File: src/design/cell_cmd_map.vh
// Constants for the cell memory command port
`ifndef CELL_CMD_MAP_VH
`define CELL_CMD_MAP_VH
// Command codes on the command bus
`define CMD_W          4
`define CMD_NOP        4'h0
`define CMD_STORE      4'h1
`define CMD_LOAD       4'h2
`define CMD_REFRESH    4'h3
`define CMD_CONFIG     4'h4
`define CMD_IHE        4'h5
`define CMD_IPPE       4'h6
`define CMD_IHCE       4'h7
`define CMD_OHE        4'h8
`define CMD_OPPE       4'h9
`define CMD_OHCE       4'ha
// Memory cycle length
`define MEM_CYCLES     3'h4
// Configuration word fields
`define CFG_IGRP_LO    0
`define CFG_IGRP_HI    3
`define CFG_OGRP_LO    4
`define CFG_OGRP_HI    7
`define CFG_ISTA_LO    8
`define CFG_ISTA_HI    10
`define CFG_ISTO_LO    11
`define CFG_ISTO_HI    16
`define CFG_OSTA_LO    17
`define CFG_OSTA_HI    19
`define CFG_OSTO_LO    20
`define CFG_OSTO_HI    25
`define CFG_ADDR_LO    26
`define CFG_ADDR_HI    29
`define CFG_RESET_BIT  30
`define CFG_CONTROL_OUTPUT_ENABLE_BIT  31
`define CFG_RESET_VAL  32'h00000000
// Address phase fields
`define AP_CELL_LO     0
`define AP_CELL_HI     12
`define AP_DEV_LO      13
`define AP_DEV_HI      16
`define AP_EDIT_LO     27
`define AP_EDIT_HI     31
`endif

File: src/design/cell_memory_command_port.v
// Command sequencer and configuration word of the cell switching memory
`timescale 1ns/1ns
`include "cell_cmd_map.vh"
// Operation
// RULE1: Store command runs a four-cycle write of input cell buffer.
// RULE2: Controller gives store command once per memory store cycle.
// RULE3: Header edit step may be pre/post-pend or header-CRC edit instead.
// RULE4: Store address phase carries cell address, device select, five edit bits.
// RULE5: Load command runs a four-cycle copy into output cell buffer.
// RULE6: Controller gives load command once per load sequence.
// RULE7: Output header edit may be output pre/post-pend or header-CRC edit.
// RULE8: Load address phase carries cell and device address; edit bits ignored.
// RULE9: Refresh starts on command, ends after four-cycle memory refresh.
// RULE10: Controller holds refresh one cycle, no other command until done.
// RULE11: Configuration bits map one-to-one onto data bus lines.
// RULE12: Bits 0-3 input grouping code, bits 4-7 output grouping code.
// RULE13: Bits 8-10 input start, bits 11-16 input stop byte.
// RULE14: Bits 17-19 output start, bits 20-25 output stop byte.
// RULE15: Bits 26-29 chip address selecting this device.
// RULE16: Bit 30 not stored; high resets status and output-waiting bits.
// RULE17: Bit 31 enables control interface outputs.
// RULE18: Grouped ports use group clock and frame pins.
// RULE19: Grouped ports take clock and frame of lowest pin.
// RULE20: Five top bus bits on store clear or protect first edit word.
// RULE21: Controller holds chip select low for whole sequence.
// RULE22: New command accepted only after current memory cycle completes; edit commands and the bit 30 status clear still act while busy.
module cell_memory_command_port
#(
    parameter PORTS = 8
)
(
    input  wire                 clk_sys,
    input  wire                 rst,
    input  wire                 chipSel_n,
    input  wire [`CMD_W-1:0]    cmdCode,
    input  wire [31:0]          busIn,
    input  wire [PORTS-1:0]     outWaitSet,
    output reg  [31:0]          busOut_ff,
    output reg                  busOe_n_ff,
    output reg                  memWrite_ff,
    output reg                  memRead_ff,
    output reg                  memRefresh_ff,
    output reg                  busy_ff,
    output reg  [12:0]          cellAddr_ff,
    output reg  [4:0]           editCtl_ff,
    output reg  [2:0]           editKind_ff,
    output reg                  editStrobe_ff,
    output reg                  editOutput_ff,
    output reg  [31:0]          cfgWord_ff,
    output reg  [PORTS*3-1:0]   rxClkSel_ff,
    output reg  [PORTS*3-1:0]   txClkSel_ff,
    output reg  [PORTS-1:0]     outWait_ff,
    output reg                  ctlOutEn_ff
);
    // ------------------------------------------------------------
    // States
    // ------------------------------------------------------------
    localparam ST_IDLE  = 4'b0001;
    localparam ST_STORE = 4'b0010;
    localparam ST_LOAD  = 4'b0100;
    localparam ST_REF   = 4'b1000;

    reg  [3:0]          state_ff;
    reg  [3:0]          nxt_state;
    reg  [2:0]          cnt_ff;
    reg  [2:0]          nxt_cnt;
    reg  [31:0]         busSync1_ff;
    reg  [31:0]         busSync2_ff;
    reg  [`CMD_W-1:0]   cmdSync1_ff;
    reg  [`CMD_W-1:0]   cmdSync2_ff;
    reg                 csSync1_ff;
    reg                 csSync2_ff;
    wire [PORTS*3-1:0]  rxSel;
    wire [PORTS*3-1:0]  txSel;
    wire [3:0]          devSel;
    wire                selected;
    wire                idle;
    wire                statusClr;

    // ------------------------------------------------------------
    // Input synchronisers
    // ------------------------------------------------------------
    always @(posedge clk_sys or posedge rst)
    begin
        if (rst)
        begin
            busSync1_ff <= 32'h00000000;
            busSync2_ff <= 32'h00000000;
            cmdSync1_ff <= `CMD_NOP;
            cmdSync2_ff <= `CMD_NOP;
            csSync1_ff  <= 1'b1;
            csSync2_ff  <= 1'b1;
        end
        else
        begin
            busSync1_ff <= busIn;
            busSync2_ff <= busSync1_ff;
            cmdSync1_ff <= cmdCode;
            cmdSync2_ff <= cmdSync1_ff;
            csSync1_ff  <= chipSel_n;
            csSync2_ff  <= csSync1_ff;
        end
    end

    // RULE21: chip select gates commands
    assign selected = ~csSync2_ff;
    assign idle     = (state_ff == ST_IDLE);
    assign devSel   = busSync2_ff[`AP_DEV_HI:`AP_DEV_LO];
    // RULE16: reset bit on config write
    assign statusClr = selected && (cmdSync2_ff == `CMD_CONFIG)
                       && busSync2_ff[`CFG_RESET_BIT];

    // ------------------------------------------------------------
    // Sequencer
    // ------------------------------------------------------------
    always @*
    begin
        nxt_state = state_ff;
        nxt_cnt   = cnt_ff;
        case (state_ff)
            ST_IDLE:
            begin
                // RULE22: accept only while idle
                if (selected && devSel == cfgWord_ff[`CFG_ADDR_HI:`CFG_ADDR_LO])
                begin
                    case (cmdSync2_ff)
                        `CMD_STORE:   nxt_state = ST_STORE;
                        `CMD_LOAD:    nxt_state = ST_LOAD;
                        default:      nxt_state = ST_IDLE;
                    endcase
                end
                if (selected && cmdSync2_ff == `CMD_REFRESH)
                    nxt_state = ST_REF;
                if (nxt_state != ST_IDLE)
                    nxt_cnt = `MEM_CYCLES - 3'h1;
            end
            // RULE1: four store cycles
            // RULE5: four load cycles
            // RULE9: four refresh cycles
            ST_STORE, ST_LOAD, ST_REF:
            begin
                if (cnt_ff == 3'h0)
                    nxt_state = ST_IDLE;
                else
                    nxt_cnt = cnt_ff - 3'h1;
            end
            default: nxt_state = ST_IDLE;
        endcase
    end

    always @(posedge clk_sys or posedge rst)
    begin
        if (rst)
        begin
            state_ff      <= ST_IDLE;
            cnt_ff        <= 3'h0;
            memWrite_ff   <= 1'b0;
            memRead_ff    <= 1'b0;
            memRefresh_ff <= 1'b0;
            busy_ff       <= 1'b0;
            cellAddr_ff   <= 13'h0000;
            editCtl_ff    <= 5'h00;
        end
        else
        begin
            state_ff      <= nxt_state;
            cnt_ff        <= nxt_cnt;
            memWrite_ff   <= (nxt_state == ST_STORE);
            memRead_ff    <= (nxt_state == ST_LOAD);
            memRefresh_ff <= (nxt_state == ST_REF);
            busy_ff       <= (nxt_state != ST_IDLE);
            if (idle && (nxt_state == ST_STORE || nxt_state == ST_LOAD))
                cellAddr_ff <= busSync2_ff[`AP_CELL_HI:`AP_CELL_LO];
            // RULE4: edit bits taken on store
            // RULE20: top five bits select edits
            // RULE8: load leaves edit bits alone
            if (idle && nxt_state == ST_STORE)
                editCtl_ff <= busSync2_ff[`AP_EDIT_HI:`AP_EDIT_LO];
        end
    end

    // ------------------------------------------------------------
    // Edit commands
    // ------------------------------------------------------------
    always @(posedge clk_sys or posedge rst)
    begin
        if (rst)
        begin
            editKind_ff   <= 3'h0;
            editStrobe_ff <= 1'b0;
            editOutput_ff <= 1'b0;
        end
        else
        begin
            editStrobe_ff <= 1'b0;
            if (selected)
            begin
                case (cmdSync2_ff)
                    // RULE3: input edit alternatives
                    `CMD_IHE, `CMD_IPPE, `CMD_IHCE:
                    begin
                        editKind_ff   <= cmdSync2_ff[2:0];
                        editStrobe_ff <= 1'b1;
                        editOutput_ff <= 1'b0;
                    end
                    // RULE7: output edit alternatives
                    `CMD_OHE, `CMD_OPPE, `CMD_OHCE:
                    begin
                        editKind_ff   <= cmdSync2_ff[2:0];
                        editStrobe_ff <= 1'b1;
                        editOutput_ff <= 1'b1;
                    end
                    default: editStrobe_ff <= 1'b0;
                endcase
            end
        end
    end

    // ------------------------------------------------------------
    // Configuration word
    // ------------------------------------------------------------
    always @(posedge clk_sys or posedge rst)
    begin
        if (rst)
        begin
            cfgWord_ff  <= `CFG_RESET_VAL;
            ctlOutEn_ff <= 1'b0;
        end
        else if (selected && idle && cmdSync2_ff == `CMD_CONFIG)
        begin
            // RULE11: bit-for-bit copy except bit 30, stored as zero
            // RULE12: grouping codes
            // RULE13: input start and stop
            // RULE14: output start and stop
            // RULE15: chip address
            cfgWord_ff <= {busSync2_ff[31], 1'b0, busSync2_ff[29:0]};
            // RULE17: control output enable
            ctlOutEn_ff <= busSync2_ff[`CFG_CONTROL_OUTPUT_ENABLE_BIT];
        end
    end

    // ------------------------------------------------------------
    // Status and output-waiting bits
    // ------------------------------------------------------------
    always @(posedge clk_sys or posedge rst)
    begin
        if (rst)
            outWait_ff <= {PORTS{1'b0}};
        else
            // Set wins over clear so no event is lost
            outWait_ff <= (statusClr ? {PORTS{1'b0}} : outWait_ff) | outWaitSet;
    end

    always @(posedge clk_sys or posedge rst)
    begin
        if (rst)
        begin
            busOut_ff  <= 32'h00000000;
            busOe_n_ff <= 1'b1;
        end
        else
        begin
            busOut_ff  <= {{(32-PORTS){1'b0}}, outWait_ff};
            // Drive only when enabled, chip-selected and idle, so parallel parts share the bus
            busOe_n_ff <= ~(ctlOutEn_ff && selected && idle);
        end
    end

    // ------------------------------------------------------------
    // Port grouping
    // ------------------------------------------------------------
    // RULE18: group clock/frame pins
    // RULE19: lowest pin of group
    clk_group_select #(.PORTS(PORTS)) rxGroup
    (
        .clk_sys   (clk_sys),
        .rst       (rst),
        .groupCode (cfgWord_ff[`CFG_IGRP_HI:`CFG_IGRP_LO]),
        .srcSel_ff (rxSel)
    );

    clk_group_select #(.PORTS(PORTS)) txGroup
    (
        .clk_sys   (clk_sys),
        .rst       (rst),
        .groupCode (cfgWord_ff[`CFG_OGRP_HI:`CFG_OGRP_LO]),
        .srcSel_ff (txSel)
    );

    always @(posedge clk_sys or posedge rst)
    begin
        if (rst)
        begin
            rxClkSel_ff <= {PORTS*3{1'b0}};
            txClkSel_ff <= {PORTS*3{1'b0}};
        end
        else
        begin
            rxClkSel_ff <= rxSel;
            txClkSel_ff <= txSel;
        end
    end
endmodule

File: src/design/clk_group_select.v
// Per-port clock/frame selector for port grouping
`timescale 1ns/1ns
module clk_group_select
#(
    parameter PORTS = 8
)
(
    input  wire              clk_sys,
    input  wire              rst,
    input  wire [3:0]        groupCode,
    output reg  [PORTS*3-1:0] srcSel_ff
)
;
    reg [PORTS*3-1:0] nxt_srcSel;
    integer           p;
    reg [2:0]         s;

    always @*
    begin
        nxt_srcSel = {PORTS*3{1'b0}};
        for (p = 0; p < PORTS; p = p + 1)
        begin
            s = p[2:0];
            case (groupCode)
                4'h1: if (p < 2) s = 3'h0;
                4'h2: if (p >= 6) s = 3'h6;
                4'h3: if (p < 4) s = {1'b0, p[1], 1'b0};
                4'h4: if (p >= 4) s = {1'b1, p[1], 1'b0};
                4'h5: if (p < 6) s = {p[2], p[1], 1'b0};
                4'h6: if (p >= 2) s = {p[2], p[1], 1'b0};
                4'h7: s = {p[2], p[1], 1'b0};
                4'h8: if (p >= 4) s = 3'h4;
                4'h9: if (p < 4) s = 3'h0;
                4'ha: if (p >= 4) s = 3'h4; else if (p >= 2) s = 3'h2;
                4'hb: if (p < 4) s = 3'h0; else if (p < 6) s = 3'h4;
                4'hc: if (p >= 4) s = 3'h4; else s = {1'b0, p[1], 1'b0};
                4'hd: if (p < 4) s = 3'h0; else s = {1'b1, p[1], 1'b0};
                4'he: s = {p[2], 2'b00};
                4'hf: s = 3'h0;
                default: s = p[2:0];
            endcase
            nxt_srcSel[p*3 +: 3] = s;
        end
    end

    always @(posedge clk_sys or posedge rst)
    begin
        if (rst)
            srcSel_ff <= {PORTS*3{1'b0}};
        else
            srcSel_ff <= nxt_srcSel;
    end
endmodule

File: config.mk
export PLATFORM = sky130hd
export DESIGN_NAME = cell_memory_command_port
export DESIGN_NICKNAME = d
export VERILOG_FILES = /design/src/design/cell_memory_command_port.v /design/src/design/clk_group_select.v
export VERILOG_INCLUDE_DIRS = /design/src /design/src/design
export SDC_FILE = /design/constraint.sdc
export NUM_CORES = 1
export LEC_CHECK = 0
export BUFFER_PORTS_ARGS = -buffer_cell sky130_fd_sc_hd__buf_2
export CAP_MARGIN = 20
export CORE_MARGIN = 3
export CORE_UTILIZATION = 51
export CTS_CLUSTER_DIAMETER = 200
export DETAILED_ROUTE_END_ITERATION = 8
export GPL_TIMING_DRIVEN = 0
export PLACE_DENSITY_LB_ADDON = 0.05
export SYNTH_ARGS = -nofsm -noshare
export SYNTH_HDL_FRONTEND = slang
export SYNTH_SLANG_ARGS = --single-unit
File: constraint.sdc
create_clock -name clk_sys -period 8.2 [get_ports clk_sys]
set_clock_uncertainty 0.2 [all_clocks]
set_input_delay 0.41 -clock clk_sys [delete_from_list [all_inputs] [get_ports clk_sys]]
set_output_delay 0.41 -clock clk_sys [all_outputs]
set_load 0.01 [all_outputs]
## After elaboration in Yosys (flattened, before gate mapping)

Cells that the tools add are included.

| storage, ports and cells | value |
|---|---|
| flip-flop bits (word level) | 241 |
| input bits | 47 |
| RAM bits | 0 |
| bits in latches | 0 |
| memories kept | 0 |
| memory bits (read-only) | 0 |

| operators by class | value |
|---|---|
| shift operators | 0 |
| order comparisons | 0 |
| mux-type cells | 27 |
| reduce and logical (&&, ||, !) cells | 33 |
| div/mod/pow operators | 0 |
| eq/ne operators | 52 |
| add/subtract/negate cells | 1 |
| $mul | 0 |
| bitwise operators | 3 |

Operators by type and width:

| kind | number |
|---|---|
| 4-bit equality test, second input constant | 21 |
| 4-bit by 3-bit equality test with 1-bit output, second input constant | 14 |
| 10-bit OR reduction | 4 |
| 3-bit one-hot mux with 2 select lines | 6 |
| 4-bit by 2-bit equality test with 1-bit output, second input constant | 8 |
| 5-bit OR reduction | 4 |
| 3-bit one-hot mux with 3 select lines | 2 |
| 6-bit OR reduction | 3 |
| 4-bit by 1-bit equality test with 1-bit output, second input constant | 4 |
| 4-bit 2-to-1 mux | 4 |
| 3-bit 2-to-1 mux | 4 |
| 1-bit logical AND | 10 |
| 3-bit OR reduction | 3 |
| 8-bit 2-to-1 mux | 1 |
| 4-bit by 1-bit inequality test with 1-bit output, second input constant | 2 |
| 8-bit bitwise OR | 1 |
| 2-bit one-hot mux with 2 select lines | 2 |
| 4-bit one-hot mux with 2 select lines | 1 |
| 4-bit OR reduction | 2 |
| 4-bit equality test | 1 |
| 1-bit 2-to-1 mux | 4 |
| 2-bit 2-to-1 mux | 2 |
| 2-bit AND reduction | 2 |
| 2-bit nonzero test | 2 |
| 8 further kinds | 9 |

## Longest topological paths before layout

Gate-level depths: netlist of the first run.

| logic depth | value |
|---|---|
| depth in word-level cells | 9 |
| mapped depth | 7 |
| mapped depth without buffers | 6 |

## By module

From an unflattened synthesis of the first run, not the netlist that was laid out.

| unflattened totals | value |
|---|---|
| cells, all modules | 466 |
| area, all modules | 7513.5 µm² |

Modules (own cells, without submodules):

| module | area an instance (µm²) | times used | cells an instance | sequential area each (µm²) |
|---|---|---|---|---|
| cell_memory_command_port | 6429.9 | 1 | 370 | 5109.9 |
| clk_group_select | 541.8 | 2 | 48 | 300.3 |

## Worst setup path after synthesis of the first run

OpenSTA, ideal clock, no wires.

| timing path | value |
|---|---|
| kind | flip-flop to flip-flop |
| start | register cfgWord_ff[29] |
| end | register cellAddr_ff[0] |
| arrival | 1751 ps |
| cell stages (with the launch flop) | 7 |
| path buffers | 1 |
| period minus slack after synthesis | 2076 ps |
| slack | 6124 ps |
| setup time | 125 ps |
| cells stage by stage | dfrtp_1 > xor2_1 > nor4_2 > nand3_2 > a21oi_4 > buf_6 > mux2_2 |

| between the ends | value |
|---|---|
| word-level cells in the longest chain between the ends | 9 |

RTL lines:

| what | RTL line | source |
|---|---|---|
| start, declared | cell_memory_command_port.v:49 | `output reg [31:0] cfgWord_ff,` |
| start signal, assigned | cell_memory_command_port.v:226 | `` cfgWord_ff <= `CFG_RESET_VAL; `` |
| start signal, assigned | cell_memory_command_port.v:236 | `cfgWord_ff <= {busSync2_ff[31], 1'b0, busSync2_ff[29:0]};` |
| 4-bit equality test * | cell_memory_command_port.v:124 | `` if (selected && devSel == cfgWord_ff[`CFG_ADDR_HI:`CFG_ADDR_LO]) `` |
| 1-bit logical AND * | cell_memory_command_port.v:124 |  |
| 4-bit 2-to-1 mux * | cell_memory_command_port.v:124 |  |
| 4-bit 2-to-1 mux * | cell_memory_command_port.v:132 | `` if (selected && cmdSync2_ff == `CMD_REFRESH) `` |
| 4-bit 2-to-1 mux * | cell_memory_command_port.v:120 | `case (state_ff)` |
| 4-bit one-hot mux with 2 select lines * | cell_memory_command_port.v:120 |  |
| 4-bit by 2-bit equality test with 1-bit output or 4-bit by 3-bit equality test with 1-bit output (tied branches) | cell_memory_command_port.v:172 | `if (idle && (nxt_state == ST_STORE \|\| nxt_state == ST_LOAD))` |
| 1-bit logical OR * | cell_memory_command_port.v:172 |  |
| 1-bit logical AND * | cell_memory_command_port.v:172 |  |
| end signal, assigned | cell_memory_command_port.v:173 | `` cellAddr_ff <= busSync2_ff[`AP_CELL_HI:`AP_CELL_LO]; `` |
| end, declared | cell_memory_command_port.v:44 | `output reg [12:0] cellAddr_ff,` |

Mark *: on every way between the ends. The rest lies on a longest branch, timed or not. The select of a mux whose other input is x is not followed.
A chain may end at the register's enable or synchronous reset.

## Worst setup path after layout of the first run

| timing path | value |
|---|---|
| start | register cfgWord_ff[29] |
| end | register cellAddr_ff[4] |

Same word-level chain as after synthesis.

==> results.yml, run 1 <==
yosys:
  synth_warnings: 0
  yosys-top-cells-count: "dfrtp_1 (200), buf_4 (53), mux2_2 (51)"
  postSynthCellCount: 440
  syn_area_per_cell_um2: 15.7
  synth-seq-area-share_pct: 74.2
  yosysTopAreaCell: "dfrtp_1"
  synth.most_common_cell: "dfrtp_1"
  ys_types: 43
  synthArstFlopShare_pct: 100
  synth_seq_cells: 204
  synth-main-ff-cell: "dfrtp_1"
  synth_edf_count: 0
  synth_area_leaders: "dfrtp_1 (73%), mux2_2 (8.3%), buf_4 (5.8%)"
  synth_top_cell_area_share_pct: 72.7
  syn-cell-area_mm2: 0.00689
cts:
  path_clk_slew_ns: 0.06
  cts_sinks: 204
  cts_buffers: 20
  cts.htree.levels: 1
  cts_tree: "done"
  clk_latency_ns: 0.47
  clockBufferDepth: 3
  cts_setup_buffers: 0
  clockRootBuffer: "clkbuf_16"
  cts_hold_buf: 46
  post_cts_resized: 0
critical_path:
  critPathLaunch: "cfgWord_ff[29]$_DFFE_PP0P_"
  path_max_fanout: 10
  reg2reg_slack_ns: 5.79
  path_class: "flip-flop to flip-flop"
  required_ns: 8.36
  r2r_start: "cfgWord_ff[29]$_DFFE_PP0P_"
  endpoint_kind: "flip-flop"
  crit_path_start_kind: "flip-flop"
  cp.arrival_ns: 2.56
finish:
  multi_input_area_mm2: 0.00148
  nNetsFinal: 752
  drive_gt1_share_pct: 41.1
  fill_cells: 927
  area_growth_pct: 33.0
  seqCellArea_mm2: 0.00511
die:
  rows: 41
  die_area_mm2: 0.0149
  die_w_um: 122
  pin_count: 196
  core_mm2: 0.0129
  die_h_um: 122
  initial_utilization_pct: 53.3
timing:
  max_freq_mhz: 416
  rsz0062_at_grt: "false"
  worst_pin_slew_ns: 0.612
  final-max-slew-violation-count: 0
  hold_violations: 0
  min_period_ns: 2.41
  period_share_pct: 29.3
  slew_headroom_pct: 59.2
  setup_violations: 0
  timing.hold.ws_ns: 0.144
  tns_ns: 0
power:
  p_leak_uw: 0.00442
  p_total_uw: 2420
  cellPowerDensity_mw_per_mm2: 264
  max-vdd-ir-drop_mv: 0.202
hold_path:
  min_path_type: "flip-flop to flip-flop"
  hold_start: "busSync1_ff[18]$_DFF_PP0_"
status:
  status: "finished clean"
job:
  maxCapViolations: 0
route:
  drtIter0Drc: 225
  post_drt_via_cell_ratio: 4.48
  vias: 3983
  wl_per_cell_um: 13.9
  ant_nets: 0
  drc: 0
  drtPass1Iterations: 4
  routed_wirelength_mm: 12.4
placement:
  dp_hpwl_mm: 8.27
  globalplace.congestion: 0.764
  numPortBuffers: 146
global_routing:
  grt-ovfl-total: 0
  grt_pass1_vias: 4109
  grt_max_degree: 113
  track_usage_pct: 16.7
  antenna_found_initial: 0
  grt_pass1_wl_mm: 19.9
-- where the power goes --
part           total, uW  internal, uW  switching [uW]
clock network        874           526             348
registers           1190          1140            55.8
logic                349           164             185
-- per-stage QoR --
step | cells | util (%) | setup WS, ns | instance area (um^2)
final | 890 | 70.8 | 5.79 | 9160
after global routing | 889 | 70.8 | 5.71 | 9160
after CTS | 889 | 70.8 | 5.77 | 9160
after detailed placement | 807 | 62.3 | 5.80 | 8050
after global placement | 806 | 62.0 | 0.372 | 8010
after floorplan | 488 | - | 2.03 | 7070
-- layout by cell type (no fill, tap or decap), types with 3 or more instances in the layout --
cell / instances
a21oi_1: 8
inv_1: 5
clkbuf_8: 6
nand2b_1: 7
buf_2: 147
nand4_1: 9
dlygate4sd3_1: 46
a21o_1: 12
clkbuf_16: 21
xor2_1: 4
conb_1: 49
clkbuf_1: 16
dfrtp_1: 200
nand2_1: 24
nor2_1: 7
maj3_1: 3
o21ai_0: 10
dfstp_2: 4
mux2_2: 51
buf_4: 53
-- routing by layer --
metal / up-vias / track usage [%] / share of wire [%]
met3: 21 / 4.56 / 8.1
li1: 1899 / - / -
met1: 1926 / 20.3 / 39
met2: 137 / 29.7 / 52
met5: - / 0 / 0
met4: 0 / 4.13 / 1.5
-- cells by family after synthesis --
group	after synthesis	share of synthesized area (%)
compound gates	39	3.87
xor+xnor	5	0.636
fa+ha+maj	5	0.799
buf+inv	71	6.92
flops	204	74.2
mux	52	8.48
other cells	1	0.0544
simple gates	63	5.05
-- final timing paths --
path,cells past startpoint,endpoint
setup / recovery,6,cellAddr_ff[4]$_DFFE_PP0P_
hold reg to reg,0,busSync2_ff[18]$_DFF_PP0_
min in group asynchronous,3,cellAddr_ff[7]$_DFFE_PP0P_
setup reg to reg,6,cellAddr_ff[4]$_DFFE_PP0P_
max in group asynchronous,4,csSync1_ff$_DFF_PP1_
hold / removal,0,busSync2_ff[18]$_DFF_PP0_
-- registers in the layout, indices dropped and copies added, names as in the netlist, 4 cells and up --
signal,count
txGroup.srcSel_ff,12
cellAddr_ff,13
outWait_ff,8
cfgWord_ff,30
busSync2_ff,32
busOut_ff,8
state_ff,4
cmdSync2_ff,4
rxClkSel_ff,12
txClkSel_ff,12
editCtl_ff,5
rxGroup.srcSel_ff,12
cmdSync1_ff,4
busSync1_ff,32
-- worst max-delay path: stages, from the launching register on --
cell     delay (ns)
dfrtp_1        0.42
xor2_1         0.17
nor4_2         0.47
nand3_2        0.21
a21oi_4        0.26
buf_6          0.20
mux2_2         0.35
-- cell type report --
type	count	share of cell area [%]
Sequential cell	204	55.8
Multi-Input combinational cell	213	16.2
Timing Repair Buffer	193	13.3
Clock buffer	35	6.97
Buffer	65	4.96
Tap cell	172	2.35
Inverter	6	0.328
Clock inverter	1	0.0820
Antenna cell	1	0.0273
No activity file was read; power rests on OpenSTA's default activity.
==> inputs of run 2 (changes only) <==
--- a/config.mk
+++ b/config.mk
@@ -9,7 +9,7 @@
 export BUFFER_PORTS_ARGS = -buffer_cell sky130_fd_sc_hd__buf_2
 export CAP_MARGIN = 20
 export CORE_MARGIN = 3
-export CORE_UTILIZATION = 51
+export CORE_UTILIZATION = 46
 export CTS_CLUSTER_DIAMETER = 200
 export DETAILED_ROUTE_END_ITERATION = 8
 export GPL_TIMING_DRIVEN = 0
==> constraint.sdc (replaced) <==
create_clock -name clk_sys -period 2.1 [get_ports clk_sys]
set_clock_uncertainty 0.2 [all_clocks]
set_input_delay 0.105 -clock clk_sys [delete_from_list [all_inputs] [get_ports clk_sys]]
set_output_delay 0.105 -clock clk_sys [all_outputs]
set_load 0.01 [all_outputs]
==> results.yml, run 2 (synthesis gave the netlist of run 1 again) <==
status:
  status: "finished, violations left"
  violations: "negative setup slack"
finish:
  area_growth_pct: 37.0
  fin_cells: 916
  final_cell_mix: "dfrtp_1 (200), buf_2 (147), buf_4 (56), conb_1 (49), dlygate4sd3_1 (46)"
  reg_top3: "busSync1_ff (32), busSync2_ff (32), cfgWord_ff (30)"
  nNetsFinal: 767
  finalInstanceArea_mm2: 0.00944
  drive_gt1_share_pct: 42.6
  final_common_cell: "dfrtp_1"
  antennaDiodeCount: 0
placement:
  placed_area_mm2: 0.00811
  dp_hpwl_mm: 8.54
  place_inst: 822
  numPortBuffers: 146
  globalplace.congestion: 0.788
cts:
  path_clk_slew_ns: 0.06
  cts.htree.levels: 1
  clockRootBuffer: "clkbuf_16"
  cts_buffers: 21
  cts_tree: "done"
  cts_sinks: 204
  clockBufferDepth: 3
  clk_latency_ns: 0.48
critical_path:
  cp.arrival_ns: 2.34
  cp_cell_sequence: "xor2_2 -> nor4_4 -> nand3_2 -> a21oi_4 -> buf_6 -> mux2_4"
  slowest_delay_ns: 0.42
  endpoint_kind: "flip-flop"
  required_ns: 2.26
  cp_top_family: "simple AND/OR/NAND/NOR gates"
  worst-path-buf-inv: 1
  slowest_stage: "dfrtp_1"
  cp.depth: 6
  path_max_fanout: 5
  crit_path_start_kind: "flip-flop"
  reg2regPathDepth: 6
  path_class: "flip-flop to flip-flop"
die:
  die_w_um: 128
  rows: 44
  core_mm2: 0.0146
  pin_count: 196
  initial_utilization_pct: 47.2
  die_area_mm2: 0.0165
  die_h_um: 128
timing:
  max_freq_mhz: 458
  layout_setup_ws_ns: -0.0820
  worst_pin_slew_ns: 0.861
  min_period_ns: 2.18
  rsz0062_at_grt: "true"
  period_share_pct: 104
  slew_headroom_pct: 42.5
  hold_violations: 0
  tns_ns: -1.96
  setup_violations: 50
  final-max-slew-violation-count: 0
global_routing:
  grt_max_degree: 47
  track_usage_pct: 15.5
  grt_pass1_wl_mm: 20.5
  grt_pass1_vias: 4086
  grt-ovfl-total: 0
  antenna_found_initial: 0
route:
  vias: 4042
  drtPass1Iterations: 4
  drtIter0Drc: 191
  routed_wirelength_mm: 12.9
  ant_nets: 0
  post_drt_via_cell_ratio: 4.41
  drc: 0
  wl_per_cell_um: 14.0
hold_path:
  min_path_type: "input pin to flip-flop"
  holdPathStages: 2
job:
  maxCapViolations: 0
power:
  max-vdd-ir-drop_mv: 0.889
  p_leak_uw: 0.00453
  cellPowerDensity_mw_per_mm2: 1000
[run 2: per-stage QoR]
stage               worst slack, ns  hold WS [ns]  total power (uW)  util, %
finish                      -0.0820        0.0693              9470     64.7
global route                 -0.156        0.0493              9950     64.7
CTS                         -0.0997        0.0428              9560     64.1
detailed placement           -0.322        0.0143              6060     55.6
global placement              -1.82        0.0127              6000     55.1
floorplan                    -0.846       -0.0905              5490        -
[run 2: what timing repair did]
action	CTS	global route
hold buffers	46	0
resized for setup	12	22
setup endpoints to repair	50	51
cloned	1	0
pin swaps	2	5
buffers inserted	9	3
endpoints found under the hold margin	80	0
[run 2: path summary, 6_finish.rpt]
kind	endpoint	from	slack, ns
max	cellAddr_ff[0]$_DFFE_PP0P_	cfgWord_ff[29]$_DFFE_PP0P_	-0.08
min	busSync1_ff[7]$_DFF_PP0_	busIn[7]	0.07
max reg2reg	cellAddr_ff[0]$_DFFE_PP0P_	cfgWord_ff[29]$_DFFE_PP0P_	-0.08
min reg2reg	busSync2_ff[18]$_DFF_PP0_	busSync1_ff[18]$_DFF_PP0_	0.14
max in group asynchronous	cmdSync1_ff[0]$_DFF_PP0_	rst	0.60
min in group asynchronous	busSync2_ff[24]$_DFF_PP0_	rst	0.14
[run 2: power breakdown]
group          switching [uW]  internal, uW
registers                 222          4440
logic                     739           698
clock network            1380          1990
[run 2: metal layers]
layer / track usage [%] / routed length, um
met1: 19.8 / 5040
met4: 4.37 / 253
met2: 26.4 / 6480
met3: 4.15 / 1080
met5: 0 / 0
[run 2: area by class of cell]
cell class | instances | area, um^2
buffer | 64 | 454
clock buffer | 34 | 614
clock inverter | 3 | 15.0
fill | 1111 | 5150
inverter | 6 | 26.3
multi-input combinational | 213 | 1590
sequential | 204 | 5110
tap | 184 | 230
timing repair buffer | 208 | 1390
[run 2: worst reg2reg max path: stages (launching register included)]
cell	delay, ns
dfrtp_1	0.42
xor2_2	0.20
nor4_4	0.35
nand3_2	0.16
a21oi_4	0.22
buf_6	0.19
mux2_4	0.32
==> inputs of run 3 (changes only) <==
--- a/config.mk
+++ b/config.mk
@@ -9,11 +9,12 @@
 export BUFFER_PORTS_ARGS = -buffer_cell sky130_fd_sc_hd__buf_2
 export CAP_MARGIN = 20
 export CORE_MARGIN = 3
-export CORE_UTILIZATION = 46
+export CORE_UTILIZATION = 47
 export CTS_CLUSTER_DIAMETER = 200
 export DETAILED_ROUTE_END_ITERATION = 8
 export GPL_TIMING_DRIVEN = 0
 export PLACE_DENSITY_LB_ADDON = 0.05
 export SYNTH_ARGS = -nofsm -noshare
 export SYNTH_HDL_FRONTEND = slang
+export SYNTH_HIERARCHICAL = 1
 export SYNTH_SLANG_ARGS = --single-unit
==> results.yml, run 3 <==
timing:
  setup_violations: 0
  tns_ns: 0
  final-max-slew-violation-count: 0
  worst_pin_slew_ns: 0.647
  min_period_ns: 1.99
  hold_violations: 0
  slew_headroom_pct: 56.8
  period_share_pct: 95.0
  max_freq_mhz: 501
die:
  die_h_um: 132
  die_area_mm2: 0.0175
  rows: 45
  pin_count: 196
  die_w_um: 132
  core_mm2: 0.0154
  initial_utilization_pct: 48.7
route:
  wl_per_cell_um: 14.0
  vias: 4338
  drtIter0Drc: 149
  ant_nets: 0
  post_drt_via_cell_ratio: 4.39
  drtPass1Iterations: 4
  drc: 0
  routed_wirelength_mm: 13.9
global_routing:
  grt_max_degree: 48
  antenna_found_initial: 0
  grt_pass1_wl_mm: 22.7
  grt_pass1_vias: 4479
  track_usage_pct: 15.9
  grt-ovfl-total: 0
yosys:
  yosysTopAreaCell: "dfrtp_1"
  synthArstFlopShare_pct: 100
  syn-cell-area_mm2: 0.00751
  synth_area_leaders: "dfrtp_1 (75%), mux2_2 (7.6%), buf_4 (5.0%)"
  synth-main-ff-cell: "dfrtp_1"
  syn_area_per_cell_um2: 16.1
  synth_edf_count: 0
  synth_top_cell_area_share_pct: 74.6
  ys_types: 45
  synth_seq_cells: 228
  synth.most_common_cell: "dfrtp_1"
  yosys-top-cells-count: "dfrtp_1 (224), mux2_2 (51), buf_4 (50)"
  synth-seq-area-share_pct: 76.0
  postSynthCellCount: 466
  synth_warnings: 6
critical_path:
  path_max_fanout: 10
  endpoint_kind: "flip-flop"
  crit_path_start_kind: "flip-flop"
  slowest_delay_ns: 0.59
  required_ns: 2.27
  cp.arrival_ns: 2.16
  reg2reg_slack_ns: 0.11
  cp_cell_sequence: "nand2b_1 -> nor4_4 -> nand2_1 -> buf_2 -> mux2_2"
  slowest_stage: "dfstp_2"
  path_class: "flip-flop to flip-flop"
cts:
  path_clk_slew_ns: 0.06
  cts_buffers: 24
  clockBufferDepth: 3
  clockRootBuffer: "clkbuf_16"
  clk_latency_ns: 0.49
  cts_sinks: 228
  cts_tree: "done"
  cts.htree.levels: 1
power:
  cellPowerDensity_mw_per_mm2: 1180
  p_leak_uw: 0.00504
  max-vdd-ir-drop_mv: 0.757
  p_total_uw: 12100
status:
  status: "finished clean"
placement:
  numPortBuffers: 170
  dp_hpwl_mm: 9.52
  globalplace.congestion: 0.709
job:
  maxCapViolations: 0
finish:
  final_common_cell: "dfrtp_1"
  drive_gt1_share_pct: 44.9
  area_growth_pct: 37.4
  nNetsFinal: 810
  final_cell_mix: "dfrtp_1 (224), buf_2 (177), buf_4 (52), mux2_2 (51), conb_1 (49)"
  antennaDiodeCount: 0
  reg_top3: "busSync1_ff (32), busSync2_ff (32), cfgWord_ff (30)"
hold_path:
  min_path_type: "input pin to flip-flop"
-- run 3: cell types whose count changed after synthesis, sizes merged, moves of 4 or more --
cell,delta
inv,+4
clkbuf,-7
nand2,-10
nand2b,-4
buf,+9
dfrtp,+24
o21ai,+4
-- run 3: path summary, 6_finish.rpt --
| path | start | end | cells past startpoint |
|---|---|---|---|
| min reg2reg | busSync1_ff[17]$_DFF_PP0_ | busSync2_ff[17]$_DFF_PP0_ | 0 |
| min | busIn[20] | busSync1_ff[20]$_DFF_PP0_ | 2 |
| max | csSync2_ff$_DFF_PP1_ | cfgWord_ff[12]$_DFFE_PP0P_ | 5 |
| min in group asynchronous | rst | txClkSel_ff[7]$_DFF_PP0_ | 3 |
| max reg2reg | csSync2_ff$_DFF_PP1_ | cfgWord_ff[12]$_DFFE_PP0P_ | 5 |
| max in group asynchronous | rst | txGroup/srcSel_ff[3]$_DFF_PP0_ | 4 |
-- run 3: final cells by class --
class,instances,area [um^2]
flip-flops and latches,228,5710
fillers,1162,5110
multi-input cells,207,1490
repair buffers,224,1440
clock buffers,30,664
plain buffers,66,489
well taps,211,264
clock inverters,12,223
inverters,10,41.3
-- run 3: power breakdown --
| group | total, uW | leakage [uW] | switching, uW | internal, uW |
|---|---|---|---|---|
| combinational | 2090 | 0.00201 | 1080 | 1010 |
| sequential | 5450 | 0.00261 | 325 | 5120 |
| clock | 4590 | 0.000427 | 1620 | 2980 |
-- run 3: cells by family (layout without fill, tap and decap cells) --
kind of cell / count (synthesis) / after routing / share of synthesized area, %
multiplexers: 52 / 52 / 7.78
buffers and inverters: 77 / 342 / 6.91
AND/OR/NAND/NOR: 49 / 49 / 3.81
adder cells (fa/ha/maj): 4 / 4 / 0.633
flip-flops: 228 / 228 / 76.0
other: 3 / 49 / 0.150
AO/OA/AOI/OAI: 47 / 47 / 4.01
XOR/XNOR: 6 / 6 / 0.699
-- run 3: per-layer routing --
metal	up-vias	wire, um	global-route usage [%]
met2	138	7040	27.0
met5	-	0	0
met1	2128	5630	20.4
met4	0	214	4.16
li1	2053	-	-
met3	19	980	4.30
-- run 3: worst max-delay path: cells and delay by family, from the launching register on --
kind / cells / cell delay (ns)
simple gates: 3 / 0.42
flops: 1 / 0.59
buf+inv: 1 / 0.29
mux: 1 / 0.36
-- run 3: metrics by stage --
stage                     cells  cell area [um^2]  hold slack [ns]  utilization [%]  worst slack, ns
final                       988             10300           0.0405             66.9            0.106
after floorplan             512              7690           -0.230                -           -0.846
after global routing        988             10300           0.0346             66.9         -0.00719
after CTS                   989             10300           0.0205             66.7          0.00919
after detailed placement    898              8900          -0.0423             57.7           -0.162
after global placement      893              8800          -0.0484             57.1            -1.88
-- run 3: timing repair --
action,CTS,global route
setup buffers,2,0
endpoints found under the hold margin,243,0
setup endpoints to repair,16,45
hold buffers,47,0
resized for setup,3,7
gates cloned,0,0
